[src/tmc_pkg.sv]
`default_nettype none
// Shared constants for the second timer/counter register block.
package tmc_pkg;

    // I/O addresses of the registers on the 8-bit data bus.
    localparam logic [5:0] ADDR_COMPARE_B = 6'h21;
    localparam logic [5:0] ADDR_COMPARE_A = 6'h22;
    localparam logic [5:0] ADDR_COUNT_LO = 6'h23;
    localparam logic [5:0] ADDR_FLAGS = 6'h25;
    localparam logic [5:0] ADDR_ENABLES = 6'h26;
    localparam logic [5:0] ADDR_COUNT_HI = 6'h27;

    // Bit positions shared by the enable and flag registers.
    localparam int BIT_CAPTURE = 7;
    localparam int BIT_RESERVED = 6;
    localparam int BIT_COMPARE_B = 5;
    localparam int BIT_COMPARE_A = 4;
    localparam int BIT_OVERFLOW = 3;

    // Reset value of every byte register and of the counter.
    localparam logic [7:0] RESET_BYTE = 8'h00;
    localparam logic [15:0] RESET_COUNT = 16'h0000;

    // Writable bits of the enable register; bit 6 always reads zero.
    localparam logic [7:0] ENABLES_WRITABLE = 8'hbf;

    // Flag bits with timer behaviour, and the stored low flag bits.
    localparam logic [7:0] FLAGS_TIMER = 8'hb8;
    localparam logic [7:0] FLAGS_LOOSE = 8'h07;

    // Largest counter values in 8-bit and 16-bit width.
    localparam logic [7:0] COUNT_MAX_NARROW = 8'hff;
    localparam logic [15:0] COUNT_MAX_WIDE = 16'hffff;

    // Answer for a read of an address outside this block.
    localparam logic [7:0] UNMAPPED_DATA = 8'h00;

endpackage
`default_nettype wire

[src/tmc_match.sv]
`timescale 1ns/1ps
`default_nettype none
// Compare, overflow and TOP detection for the counter.
module tmc_match (
    input wire logic [15:0] count,    // Present counter value.
    input wire logic [7:0] cmp_a,     // Compare A byte.
    input wire logic [7:0] cmp_b,     // Compare B byte.
    input wire logic wide,            // Counter width select.
    input wire logic capture_mode,    // Input capture mode enable.
    input wire logic capture_as_top,  // Capture register serves as TOP.
    output logic match_a,             // Compare A match.
    output logic match_b,             // Compare B match.
    output logic at_max,              // Counter at its largest value.
    output logic at_top               // Counter at capture TOP.
);

    // Matches are judged on the count held when the timer clock arrives.
    always_comb begin
        at_top = capture_as_top && (count == {cmp_b, cmp_a});
        if (wide) begin
            at_max = (count == tmc_pkg::COUNT_MAX_WIDE);
            // Compare B is the high byte of one compare value.
            match_a = !capture_mode && (count == {cmp_b, cmp_a});
            match_b = 1'b0;
        end else begin
            at_max = (count[7:0] == tmc_pkg::COUNT_MAX_NARROW);
            match_a = !capture_mode && (count[7:0] == cmp_a);
            match_b = !capture_mode && (count[7:0] == cmp_b);
        end
    end

endmodule
`default_nettype wire

[src/tmc_timer.sv]
`timescale 1ns/1ps
`default_nettype none
module tmc_timer (
    input wire logic core_clk,             // System clock, 100 MHz.
    input wire logic rst_n,                // Asynchronous reset, low.
    input wire logic [5:0] io_addr,        // I/O register address.
    input wire logic [7:0] io_wdata,       // Write data.
    input wire logic io_we,                // Write strobe, one cycle.
    input wire logic io_re,                // Read strobe, one cycle.
    output logic [7:0] io_rdata,           // Read data, next cycle.
    input wire logic timer_tick,           // Timer clock enable pulse.
    input wire logic counter_width_select, // High selects 16-bit mode.
    input wire logic capture_mode,         // Input capture mode enable.
    input wire logic capture_as_top,       // Capture register is TOP.
    input wire logic capture_event,        // Capture pin event pulse.
    input wire logic [2:0] loose_flag_set, // Set pulses, flag bits 2..0.
    input wire logic global_irq_enable,    // CPU global enable bit.
    input wire logic capture_ack,          // Capture vector taken.
    input wire logic compare_a_ack,        // Compare A vector taken.
    input wire logic compare_b_ack,        // Compare B vector taken.
    input wire logic overflow_ack,         // Overflow vector taken.
    output logic capture_irq,              // Capture request.
    output logic compare_a_irq,            // Compare A request.
    output logic compare_b_irq,            // Compare B request.
    output logic overflow_irq,             // Overflow request.
    output logic [15:0] counter_value      // Counter, from register.
);

    // Every flip-flop of the block lives in this one record.
    typedef struct packed {
        logic [15:0] count;
        logic [7:0] cmp_a;
        logic [7:0] cmp_b;
        logic [7:0] temp;
        logic [7:0] enables;
        logic [7:0] flags;
        logic block_match;
        logic [7:0] rdata;
    } tmc_state_t;

    // Present state and the value it takes at the next edge.
    tmc_state_t s;
    tmc_state_t next_s;

    // Results of the compare unit.
    logic match_a;
    logic match_b;
    logic at_max;
    logic at_top;

    // Mode shorthands and the counter plus one in either width.
    logic wide;
    logic wide_capture;
    logic [15:0] count_plus_one;
    logic [7:0] low_plus_one;

    // Per-bit flag set and clear requests.
    logic [7:0] flag_set;
    logic [7:0] flag_clear;
    logic [7:0] write_clear;

    // Bus strobes qualified by this block's address range.
    logic rd_hit;
    logic wr_hit;

    // One request per interrupt source, in descending flag bit order: capture, compare B, compare A, overflow.
    logic [3:0] irq_req;

    // Shorthands for the two modes that change register access.
    assign wide = counter_width_select;
    assign wide_capture = counter_width_select && capture_mode;

    // The counter plus one; the narrow form wraps inside the low byte.
    assign count_plus_one = s.count + 16'h0001;
    assign low_plus_one = s.count[7:0] + 8'h01;

    // The compare unit looks at the registered count and compare bytes.
    tmc_match u_match (
        .count(s.count),
        .cmp_a(s.cmp_a),
        .cmp_b(s.cmp_b),
        .wide(wide),
        .capture_mode(capture_mode),
        .capture_as_top(capture_as_top),
        .match_a(match_a),
        .match_b(match_b),
        .at_max(at_max),
        .at_top(at_top)
    );

    // Hardware events that set a flag, gathered per bit position.
    always_comb begin
        flag_set = tmc_pkg::RESET_BYTE;
        if (timer_tick) begin
            // A counter write just before this tick hides the match.
            if (!s.block_match) begin
                flag_set[tmc_pkg::BIT_COMPARE_A] = match_a;
                flag_set[tmc_pkg::BIT_COMPARE_B] = match_b;
            end
            flag_set[tmc_pkg::BIT_OVERFLOW] = at_max && !at_top;
            flag_set[tmc_pkg::BIT_CAPTURE] = at_top;
        end
        if (capture_mode && capture_event) begin
            flag_set[tmc_pkg::BIT_CAPTURE] = 1'b1;
        end
        // Low flag bits follow their own set pulses.
        flag_set[2:0] = loose_flag_set;
    end

    // Sources that clear a flag: a vector acknowledge or a written one.
    always_comb begin
        write_clear = tmc_pkg::RESET_BYTE;
        if (io_we && io_addr == tmc_pkg::ADDR_FLAGS) begin
            // Zero bits in the written byte leave their flag alone.
            write_clear = io_wdata & (tmc_pkg::FLAGS_TIMER |
                tmc_pkg::FLAGS_LOOSE);
        end
        flag_clear = write_clear;
        flag_clear[tmc_pkg::BIT_CAPTURE] =
            write_clear[tmc_pkg::BIT_CAPTURE] || capture_ack;
        flag_clear[tmc_pkg::BIT_COMPARE_A] =
            write_clear[tmc_pkg::BIT_COMPARE_A] || compare_a_ack;
        flag_clear[tmc_pkg::BIT_COMPARE_B] =
            write_clear[tmc_pkg::BIT_COMPARE_B] || compare_b_ack;
        flag_clear[tmc_pkg::BIT_OVERFLOW] =
            write_clear[tmc_pkg::BIT_OVERFLOW] || overflow_ack;
    end

    // Decode flags telling whether the address belongs to this block.
    always_comb begin
        case (io_addr)
            tmc_pkg::ADDR_COMPARE_B,
            tmc_pkg::ADDR_COMPARE_A,
            tmc_pkg::ADDR_COUNT_LO,
            tmc_pkg::ADDR_FLAGS,
            tmc_pkg::ADDR_ENABLES,
            tmc_pkg::ADDR_COUNT_HI: begin
                rd_hit = io_re;
                wr_hit = io_we;
            end
            default: begin
                rd_hit = 1'b0;
                wr_hit = 1'b0;
            end
        endcase
    end

    // Next state: counting first, then captures, flags and bus access.
    always_comb begin
        next_s = s;

        // Counting on the timer clock enable.
        if (timer_tick) begin
            next_s.block_match = 1'b0;
            if (at_top) begin
                // The capture register acts as TOP and restarts the count.
                next_s.count = tmc_pkg::RESET_COUNT;
            end else if (wide) begin
                next_s.count = count_plus_one;
            end else begin
                // Narrow mode counts in the low byte only and wraps there.
                next_s.count[7:0] = low_plus_one;
            end
        end

        // A capture copies the full count into the compare pair.
        if (capture_mode && capture_event) begin
            next_s.cmp_b = s.count[15:8];
            next_s.cmp_a = s.count[7:0];
        end

        // Set beats clear, so an event in a clearing cycle is kept.
        next_s.flags = (s.flags & ~flag_clear) | flag_set;
        next_s.flags[tmc_pkg::BIT_RESERVED] = 1'b0;

        // Register writes from the CPU.
        if (wr_hit) begin
            case (io_addr)
                // Counter low byte: direct, or commits the latched byte.
                tmc_pkg::ADDR_COUNT_LO: begin
                    if (wide) begin
                        // Both counter bytes land together.
                        next_s.count = {s.temp, io_wdata};
                    end else begin
                        next_s.count[7:0] = io_wdata;
                    end
                    next_s.block_match = 1'b1;
                end
                // Counter high byte: latched in wide mode, else direct.
                tmc_pkg::ADDR_COUNT_HI: begin
                    if (wide) begin
                        next_s.temp = io_wdata;
                    end else begin
                        next_s.count[15:8] = io_wdata;
                    end
                end
                // Compare A: in wide mode it also commits compare B.
                tmc_pkg::ADDR_COMPARE_A: begin
                    if (wide) begin
                        // The low byte write commits the latched high byte.
                        next_s.cmp_a = io_wdata;
                        next_s.cmp_b = s.temp;
                    end else begin
                        next_s.cmp_a = io_wdata;
                    end
                end
                // Compare B: latched in wide mode, direct otherwise.
                tmc_pkg::ADDR_COMPARE_B: begin
                    if (wide) begin
                        next_s.temp = io_wdata;
                    end else begin
                        next_s.cmp_b = io_wdata;
                    end
                end
                // Enable register: the reserved bit is never stored.
                tmc_pkg::ADDR_ENABLES: begin
                    next_s.enables = io_wdata &
                        tmc_pkg::ENABLES_WRITABLE;
                end
                // The flag register is handled with the other flag sources.
                default: begin
                    next_s.enables = s.enables;
                end
            endcase
        end

        // Register reads, answered one cycle after the strobe.
        if (io_re) begin
            next_s.rdata = tmc_pkg::UNMAPPED_DATA;
        end
        if (rd_hit) begin
            case (io_addr)
                // Counter low byte; a wide read freezes the high byte.
                tmc_pkg::ADDR_COUNT_LO: begin
                    next_s.rdata = s.count[7:0];
                    if (wide) begin
                        // Reading the low byte freezes the high byte.
                        next_s.temp = s.count[15:8];
                    end
                end
                // Counter high byte, from the latch in wide mode.
                tmc_pkg::ADDR_COUNT_HI: begin
                    if (wide) begin
                        next_s.rdata = s.temp;
                    end else begin
                        next_s.rdata = s.count[15:8];
                    end
                end
                // Compare A; in wide capture mode it freezes compare B.
                tmc_pkg::ADDR_COMPARE_A: begin
                    next_s.rdata = s.cmp_a;
                    if (wide_capture) begin
                        next_s.temp = s.cmp_b;
                    end
                end
                // Compare B, from the latch only in wide capture mode.
                tmc_pkg::ADDR_COMPARE_B: begin
                    if (wide_capture) begin
                        next_s.rdata = s.temp;
                    end else begin
                        next_s.rdata = s.cmp_b;
                    end
                end
                // Flags, with the reserved bit held at zero.
                tmc_pkg::ADDR_FLAGS: begin
                    next_s.rdata = s.flags;
                end
                // Enables, with the reserved bit never stored.
                tmc_pkg::ADDR_ENABLES: begin
                    next_s.rdata = s.enables;
                end
                // No other address reaches this case.
                default: begin
                    next_s.rdata = tmc_pkg::UNMAPPED_DATA;
                end
            endcase
        end
    end

    // State register; reset loads constants only.
    always_ff @(posedge core_clk or negedge rst_n) begin
        if (!rst_n) begin
            s.count <= tmc_pkg::RESET_COUNT;
            s.cmp_a <= tmc_pkg::RESET_BYTE;
            s.cmp_b <= tmc_pkg::RESET_BYTE;
            s.temp <= tmc_pkg::RESET_BYTE;
            s.enables <= tmc_pkg::RESET_BYTE;
            s.flags <= tmc_pkg::RESET_BYTE;
            s.block_match <= 1'b0;
            s.rdata <= tmc_pkg::RESET_BYTE;
        end else begin
            // Out of reset every field follows its next value.
            s <= next_s;
        end
    end

    // Flag and enable bit of each interrupt source, in descending bit order: capture, compare B, compare A, overflow.
    localparam int SRC_BIT [4] = '{tmc_pkg::BIT_CAPTURE,
        tmc_pkg::BIT_COMPARE_B, tmc_pkg::BIT_COMPARE_A,
        tmc_pkg::BIT_OVERFLOW};

    // A request needs its flag, its enable and the global enable.
    for (genvar i = 0; i < 4; i++) begin : g_irq
        assign irq_req[i] = global_irq_enable &&
            s.enables[SRC_BIT[i]] && s.flags[SRC_BIT[i]];
    end

    // Each request output is one entry of the loop above.
    assign capture_irq = irq_req[0];
    assign compare_b_irq = irq_req[1];
    assign compare_a_irq = irq_req[2];
    assign overflow_irq = irq_req[3];

    // Registered outputs.
    assign io_rdata = s.rdata;
    assign counter_value = s.count;

endmodule
`default_nettype wire

[config.mk]
export PLATFORM = sky130hd
export DESIGN_NAME = tmc_timer
export DESIGN_NICKNAME = d
export VERILOG_FILES = /design/src/tmc_pkg.sv /design/src/tmc_match.sv /design/src/tmc_timer.sv
export SDC_FILE = /design/constraint.sdc
export NUM_CORES = 1
export LEC_CHECK = 0
export BUFFER_PORTS_ARGS = -buffer_cell sky130_fd_sc_hd__buf_2
export CORE_ASPECT_RATIO = 1.1
export CORE_MARGIN = 2
export CORE_UTILIZATION = 35
export CTS_BUF_LIST = sky130_fd_sc_hd__clkbuf_4 sky130_fd_sc_hd__clkbuf_8 sky130_fd_sc_hd__clkbuf_16
export DETAILED_ROUTE_END_ITERATION = 8
export PLACE_DENSITY = 0.52
export SLEW_MARGIN = 40
export SYNTH_ARGS = -nofsm -noshare
export SYNTH_HDL_FRONTEND = slang
export SYNTH_SLANG_ARGS = --single-unit
[constraint.sdc]
create_clock -name core_clk -period 2.33 [get_ports core_clk]
set_clock_uncertainty 0.1 [all_clocks]
set_input_delay 0.233 -clock core_clk [delete_from_list [all_inputs] [get_ports core_clk]]
set_output_delay 0.233 -clock core_clk [all_outputs]
set_load 0.02 [all_outputs]
======== Word-level counts from Yosys, hierarchy flattened ========
Index checks and enable logic that the tools add are counted.
word-level totals
  word-level logic and storage cells ...... 89
  RAM bits ................................ 0
  register bits after elaboration ......... 63
  latch bits .............................. 0
  memories kept ........................... 0
  bits in read-only memories .............. 0
  input bits .............................. 31
  output and inout port bits .............. 28
cells by class
  add/sub/neg operators ................... 2
  divide/modulo/power cells ............... 0
  equal/unequal tests ..................... 11
  multiplexer cells ....................... 39
  shift-type cells ........................ 0
  multipliers ............................. 0
  order comparisons ....................... 0
  reductions and logical operators ........ 26
  bitwise operators ....................... 3
operators by type and width
  cell                                                             number
  8-bit two-way mux                                                19
  16-bit two-way mux                                               3
  48-bit two-way mux                                               1
  8-bit one-hot mux with 2 select lines                            3
  8-bit one-hot mux with 6 select lines                            1
  6-bit == test, second input constant                             6
  16-bit by 1-bit adder with 16-bit output, second input constant  1
  16-bit == test                                                   1
  16-bit == test, second input constant                            1
  8-bit == test                                                    2
  1-bit logical AND                                                16
  1-bit two-way mux                                                10
  8-bit by 1-bit adder with 8-bit output, second input constant    1
  8-bit AND                                                        1
  8-bit == test, second input constant                             1
  8-bit NOT                                                        1
  8-bit OR                                                         1
  6-bit OR reduction                                               1
  1-bit logical OR                                                 4
  3-bit two-way mux                                                1
  1-bit logical NOT                                                2
  2-bit two-way mux                                                1
  2-bit AND reduction                                              1
  2-bit nonzero test                                               1
  2-bit OR reduction                                               1

======== Logic depth before layout (Yosys ltp) ========
Gate-level depths: netlist (run 1).
  word-level depth ........................ 10
  depth in mapped cells ................... 8
  gate-level depth less buffers ........... 7

======== Modules after synthesis ========
From an unflattened synthesis (run 1), not the netlist that was laid out.
second synthesis, totals
  cell total of the unflattened synthesis .. 549
  area, all modules ....................... 4809.6 um^2
by module, submodules not included
  module     sequential area each (um^2)  instances  cells each  area an instance (um^2)
  tmc_timer  1576.5                       1          508         4489.3
  tmc_match  0.0                          1          41          320.3

======== Worst setup path before layout (run 1) ========
No wires, ideal clock.
  path kind ............................... register -> register
  start ................................... register counter_value[0] (netlist name)
  end ..................................... register counter_value[15] (netlist name)
  data required time ...................... 2.087 ns
  path buffers ............................ 1
  setup time .............................. 0.143 ns
  period minus slack after synthesis ...... 1.911 ns
  cell stages (with the launch flop) ...... 8
  setup slack ............................. 0.419 ns
  arrival ................................. 1.668 ns
  cells stage by stage .................... dfrtp_1 -> buf_2 -> xnor2_1 -> nand4_1 -> nor3_2 -> nand3_1 -> o21ai_2 -> o221ai_1

======== Worst setup path after layout (run 1) ========
  start ................................... register s[28] (netlist name)
  end ..................................... register s, in the netlist io_rdata[3]
between the ends
  word-level cells in the longest chain between the ends .. 3
  elaborated cells on any way between the ends .. 4
  classes of those cells .................. 4 x mux
ends and longest elaborated chain
  what                                         RTL line                            text
  from (decl)                                  tmc_timer.sv:42                     tmc_state_t s;
  from (signal assigned)                       tmc_timer.sv:293                    s <= next_s;
  8-bit two-way mux, on equally long branches  tmc_timer.sv:258, tmc_timer.sv:243
  8-bit one-hot mux with 6 select lines (*)    tmc_timer.sv:232                    case (io_addr)
  8-bit two-way mux (*)                        tmc_timer.sv:231                    if (rd_hit) begin
Every way passes the cells marked *; elsewhere a longest branch is shown, timed or not.
A chain may end at the register's enable or synchronous reset.

==> results of run 1 <==
==> power breakdown <==
group / total, uW / leakage (uW) / internal, uW / switching [uW]
registers: 1590 / 0.000828 / 1290 / 309
clock network: 1300 / 0.000132 / 737 / 561
logic: 1580 / 0.00146 / 665 / 918
total: 4470 / 0.00242 / 2690 / 1790
==> metal layers <==
metal / global-route usage (%) / wire length, um / part of all wire (%)
met1: 35.8 / 7730 / 45
met2: 39.2 / 7680 / 45
met3: 3.70 / 1320 / 7.6
met4: 11.4 / 482 / 2.8
met5: 0 / 0 / 0
==> logic make-up (layout without fill, tap and decap cells) <==
logic type	after synthesis	after routing	synth area share, %
compound gates	136	136	21.1
buf+inv	79	154	9.13
fa+ha+maj	1	1	0.274
mux	37	37	8.39
flops	63	63	34.5
simple gates	161	161	18.7
xor+xnor	41	41	7.87
==> layout make-up <==
type | count | area, um^2
multi-input combinational | 376 | 2570
inverter | 18 | 67.6
clock inverter | 6 | 46.3
timing repair buffer | 120 | 791
sequential | 63 | 1580
clock buffer | 10 | 233
fill | 1326 | 7210
tap | 157 | 196
==> Yosys cell counts (6+ instances only) <==
library cell	number
dfrtp_1	63
nand2_1	54
o21ai_0	34
xnor2_1	31
mux2i_1	27
buf_4	26
nor2_1	24
nand3_1	20
buf_2	18
inv_1	18
nand4_1	18
clkbuf_1	15
o221ai_1	12
a21oi_1	10
and3_1	10
mux2_2	10
xor2_1	10
a22oi_1	8
a2111oi_0	7
a22o_1	7
o22ai_1	7
o2bb2ai_1	7
a31oi_1	6
==> sequential cells by signal (all words and copies together) (netlist names) <==
| name | cells |
|---|---|
| s | 39 |
| counter_value | 16 |
| io_rdata | 8 |
==> worst max-delay path: cells and delay by family (launching register included) <==
family          cells  cell delay, ps
compound gates      3             990
buf+inv             2             390
simple gates        2             160
flops               1             440
==> repair_timing <==
action | in CTS | in global routing
hold endpoints to repair | 66 | 0
gates resized for setup | 0 | 1
endpoints found under the setup margin | 0 | 1
hold buffers | 4 | 0
buffers inserted | 0 | 0
==> final timing paths <==
check | slack, ps | end | startpoint
setup / recovery | 120 | io_rdata[3] | s[28]
hold / removal | 50 | s[14] | compare_b_ack
setup reg to reg | 120 | io_rdata[3] | s[28]
hold reg to reg | 390 | s[8] | s[8]
max in group asynchronous | 1500 | s[28] | rst_n
min in group asynchronous | 340 | s[43] | rst_n
==> metrics by stage <==
step	util (%)	area [um^2]	power [uW]	hold WS, ps
floorplan	-	4560	2550	-163
CTS	43.2	5480	4470	49.7
detailed placement	40.7	5160	3160	183
global route	43.2	5480	4680	64.5
finish	43.2	5480	4470	54.1
global placement	40.7	5160	3160	181
==> results by group, run 1 <==
Outcome
  • Status: finished, violations left
  • Failing checks: DRC

Detailed routing
  • Detailed-route wire length: 17200 um
  • Initial DRT Pass Iterations: 7
  • Iteration-0 DRC Markers: 331
  • Via count: 4421
  • Average wire per standard cell: 22.9 um
  • Routed Antenna Nets: 0
  • Remaining DRCs: 6
  • DR vias/cell: 5.89

Cells and area
  • Most frequent cells in the layout: dfrtp_1 (63), buf_2 (58), buf_4 (56)
  • Most common cell after layout, fill and taps aside: dfrtp_1
  • Finished Layout Cells: 750
  • Layout Nets: 620
  • Share of cells above drive strength 1: 27.3%
  • Area Overhead vs Synth: 20.1%
  • Ant. Diodes: 0

Synthesis
  • Yosys warnings: 0
  • EDFF count, synth: 0
  • Top_reg_cell synth: dfrtp_1
  • Cell variety after synth: 59
  • Yosys top cell area share: 34.5%
  • Syn Inst Count: 518
  • Ys async rst share: 100%
  • #FFs+latches synth: 63
  • Top cells by area, synth: dfrtp_1 (35%), xnor2_1 (5.9%), mux2i_1 (5.9%)
  • Yosys top cell by area: dfrtp_1
  • Mapped Area: 4560 um^2
  • Synthesized net count: 550
  • Mapped Avg Cell Area: 8.81 um^2
  • Post-synthesis sequential area ratio: 34.5%

Global routing
  • GRT Overall Usage: 25.5%
  • Gr ovfl total: 0
  • Global-route wire length before repair: 26300 um
  • Vias in the first global route: 4325
  • Pin count of the biggest net entering global routing: 64
  • Antenna violations before repair: 0

Clock network
  • Max Buffers Root-to-Sink: 2
  • Clock latency on the worst-skew pair: 350 ps
  • TritonCTS Buffers: 9
  • Worst-path clk slew: 60 ps
  • CTS tree: yes
  • Clock Root Buffer: clkbuf_16
  • H-tree depth: 3
  • # clock sinks: 63

Critical path
  • CP max-delay cell: a2111oi_0
  • Startpoint type of the worst setup path: register
  • Worst Reg-to-Reg Cells: 7
  • Crit end category: register
  • Arrival time worst endpoint: 2340 ps
  • Crit path cell chain: nand2_1 > a21boi_0 > buf_4 > nor2_1 > a2111oi_0 > buf_4 > o22ai_1
  • Top cell by count, worst path: buf_4
  • CP max stage delay: 640 ps
  • Kind of critical path: reg -> reg
  • Required @ worst endpoint: 2450 ps
  • Critical Path Fanout Max: 5

Floorplan
  • Site Rows: 43
  • Die Ht: 124 um
  • Initial Util: 35.9%
  • IO Pins: 59
  • Die area: 14000 um^2
  • Core area: 12700 um^2
  • Die W: 113 um

STA
  • Setup WS post-layout: 116 ps
  • Crit path time final: 2210 ps
  • Fin. Hold Viols: 0
  • Setup TNS Final: 0 ps
  • Tcrit/Tclk final: 95.0%
  • RSZ-0062 raised after global routing: no
  • Max_slew headroom: 52.4%
  • Max frequency: 0.452 GHz
  • Final setup fails: 0
  • Slew Limit Fails: 0
  • Worst-margin pin slew: 696 ps

Place
  • DPL Wire Length: 12800 um
  • # port buffers: 58
  • Placed cell count: 730
  • Pre-CTS setup slack: 58.9 ps
  • Placer Congestion: 0.976

Hold path
  • Worst Hold Depth: 3
  • Hold Crit Class: in -> reg

Power
  • Leak: 0.00242 uW
  • Pwr Density: 816 nW/um^2
  • Peak supply drop: 468 uV

Job
  • MaxCap Viol Count: 0
Note: power is estimated with default switching activity, not from simulation.
==> run 2, diff against run 1 <==
--- a/config.mk
+++ b/config.mk
@@ -12,6 +12,7 @@
 export CTS_BUF_LIST = sky130_fd_sc_hd__clkbuf_4 sky130_fd_sc_hd__clkbuf_8 sky130_fd_sc_hd__clkbuf_16
 export DETAILED_ROUTE_END_ITERATION = 8
 export PLACE_DENSITY = 0.52
+export RECOVER_POWER = 25
 export SLEW_MARGIN = 40
 export SYNTH_ARGS = -nofsm -noshare
 export SYNTH_HDL_FRONTEND = slang
==> results by group, run 2 (same netlist as run 1, synthesis figures left out) <==
Detailed routing
  • Routed Antenna Nets: 0 (unchanged)
  • Initial DRT Pass Iterations: 7 (unchanged)
  • DR vias/cell: 5.89 (about the same)
  • Average wire per standard cell: 22.9 um (about the same)
  • Via count: 4420 (was 4421)
  • Detailed-route wire length: 17200 um (about the same)
  • Iteration-0 DRC Markers: 329 (was 331)
  • Remaining DRCs: 6 (unchanged)

Floorplan
  • Site Rows: 43 (unchanged)
  • Initial Util: 35.9% (unchanged)
  • IO Pins: 59 (unchanged)
  • Die W: 113 um (unchanged)
  • Die Ht: 124 um (unchanged)
  • Core area: 12700 um^2 (unchanged)
  • Die area: 14000 um^2 (unchanged)

Cells and area
  • Biggest register: s (unchanged)
  • Multi-input logic area: 2570 um^2 (unchanged)
  • Reg area: 1580 um^2 (unchanged)
  • Area Overhead vs Synth: 19.8% (was 20.1%)
  • Share of cells above drive strength 1: 27.3% (unchanged)
  • Layout Nets: 620 (unchanged)
  • Most frequent cells in the layout: dfrtp_1 (63), buf_2 (59), buf_4 (56) (was dfrtp_1 (63), buf_2 (58), buf_4 (56))
  • Most common cell after layout, fill and taps aside: dfrtp_1 (unchanged)
  • Post-Layout Inst Area: 5470 um^2 (was 5480 um^2)
  • Max reg flops: 39 (unchanged)
  • Fill cell count: 1328 (was 1326)
  • Finished Layout Cells: 750 (unchanged)
  • Ant. Diodes: 0 (unchanged)

STA
  • Final hold slack: 54.6 ps (was 54.1 ps)
  • Slew Limit Fails: 63 (was 0)
  • Max_slew headroom: -0.726% (was 52.4%)
  • Crit path time final: 2220 ps (was 2210 ps)
  • RSZ-0062 raised after global routing: no (unchanged)
  • Worst-margin pin slew: 1510 ps (was 696 ps)
  • Final setup fails: 0 (unchanged)
  • Setup WS post-layout: 112 ps (was 116 ps)
  • Setup TNS Final: 0 ps (unchanged)
  • Max frequency: 0.451 GHz (was 0.452 GHz)
  • Fin. Hold Viols: 0 (unchanged)
  • Tcrit/Tclk final: 95.2% (was 95.0%)

Global routing
  • Vias in the first global route: 4325 (unchanged)
  • GRT Overall Usage: 25.5% (unchanged)
  • Antenna violations before repair: 0 (unchanged)
  • Global-route wire length before repair: 26300 um (unchanged)
  • Pin count of the biggest net entering global routing: 64 (unchanged)
  • Gr ovfl total: 0 (unchanged)

Place
  • # port buffers: 58 (unchanged)
  • DPL Wire Length: 12800 um (unchanged)
  • Area after DPL: 5160 um^2 (unchanged)
  • Placer Congestion: 0.976 (unchanged)
  • Pre-CTS setup slack: 58.9 ps (unchanged)
  • Placed cell count: 730 (unchanged)

Outcome
  • Status: finished, violations left (unchanged)
  • Failing checks: DRC, capacitance limit, slew limit (was DRC)

Critical path
  • Top cell by count, worst path: buf_4 (unchanged)
  • CP Launch Point: s[28] (unchanged)
  • Startpoint type of the worst setup path: register (unchanged)
  • Arrival time worst endpoint: 2340 ps (about the same)
  • Worst flop-to-flop path startpoint: s[28] (unchanged)
  • Setup slack, reg-to-reg: 110 ps (was 120 ps)
  • Worst Reg-to-Reg Cells: 7 (unchanged)
  • Crit end category: register (unchanged)
  • Crit path cell chain: nand2_1 > a21boi_0 > buf_4 > nor2_1 > a2111oi_0 > buf_4 > o22ai_1 (unchanged)
  • Setup crit end: io_rdata[3] (unchanged)
  • Required @ worst endpoint: 2450 ps (about the same)
  • CP max-delay cell: a2111oi_0 (unchanged)
  • Kind of critical path: reg -> reg (unchanged)
  • R2R Path End: io_rdata[3] (unchanged)
  • CP max stage delay: 640 ps (about the same)
  • Critical Path Fanout Max: 5 (unchanged)

Clock network
  • CTS tree: yes (unchanged)
  • Clock Root Buffer: clkbuf_16 (unchanged)
  • Clock latency on the worst-skew pair: 350 ps (about the same)
  • Max Buffers Root-to-Sink: 2 (unchanged)
  • Worst-path clk slew: 60 ps (about the same)
  • # clock sinks: 63 (unchanged)
  • TritonCTS Buffers: 9 (unchanged)
  • H-tree depth: 3 (unchanged)
  • Setup bufs post-CTS: 0 (unchanged)

Power
  • Peak supply drop: 468 uV (about the same)
  • Leak: 0.00242 uW (about the same)
  • Pwr Density: 817 nW/um^2 (was 816 nW/um^2)

Job
  • MaxCap Viol Count: 1 (was 0)

Hold path
  • Hold Crit Class: in -> reg (unchanged)
[run 2: cell counts in the layout (fill, tap and decap cells not counted)]
No cell type changed its count.
[run 2: area by class of cell]
| class | count | share of cell area (%) |
|---|---|---|
| tap | 157 | 3.59 |
| multi-input combinational | 376 | 47.1 |
| inverter | 18 | 1.24 |
| clock inverter | 6 | 0.846 |
| timing repair buffer | 120 | 14.2 |
| sequential | 63 | 28.8 |
| clock buffer | 10 | 4.26 |
[run 2: worst min path at each step]
stage / from / to / depth (start not counted)
after floorplan: rst_n / counter_value[0] / 0
after global placement: rst_n / counter_value[4] / 2
after detailed placement: rst_n / counter_value[4] / 2
after CTS: compare_b_ack / s[14] / 3
after global routing: compare_b_ack / s[14] / 3
final: compare_b_ack / s[14] / 3
[run 2: layer usage]
layer / track usage (%) / vias up / wire (um)
li1: - / 2022 / -
met4: 11.4 / 0 / 487
met5: 0 / - / 0
met1: 35.8 / 2159 / 7870
met3: 3.70 / 35 / 1120
met2: 39.2 / 204 / 7690
[run 2: power by group]
part	leakage [uW]	internal, uW	total (uW)	switching [uW]
Sequential	0.000828	1290	1590	308
Clock	0.000132	737	1300	562
Combinational	0.00146	662	1580	916
[run 2: critical path, delay by kind of cell (launching register included)]
kind                   cells  cell delay (ps)
AND/OR/NAND/NOR            2              160
buffers and inverters      2              390
flip-flops                 1              440
AO/OA/AOI/OAI              3             1000
[run 2: timing repair]
item,CTS,global route
hold endpoints to repair,66,0
setup endpoints to repair,0,1
hold buffers,4,0
gates resized for setup,0,1
[run 2: metrics by stage]
stage	utilization [%]	total power, uW
finish	43.1	4470
detailed placement	40.7	3160
floorplan	-	2550
CTS	43.2	4470
global route	43.1	4680
global placement	40.7	3160
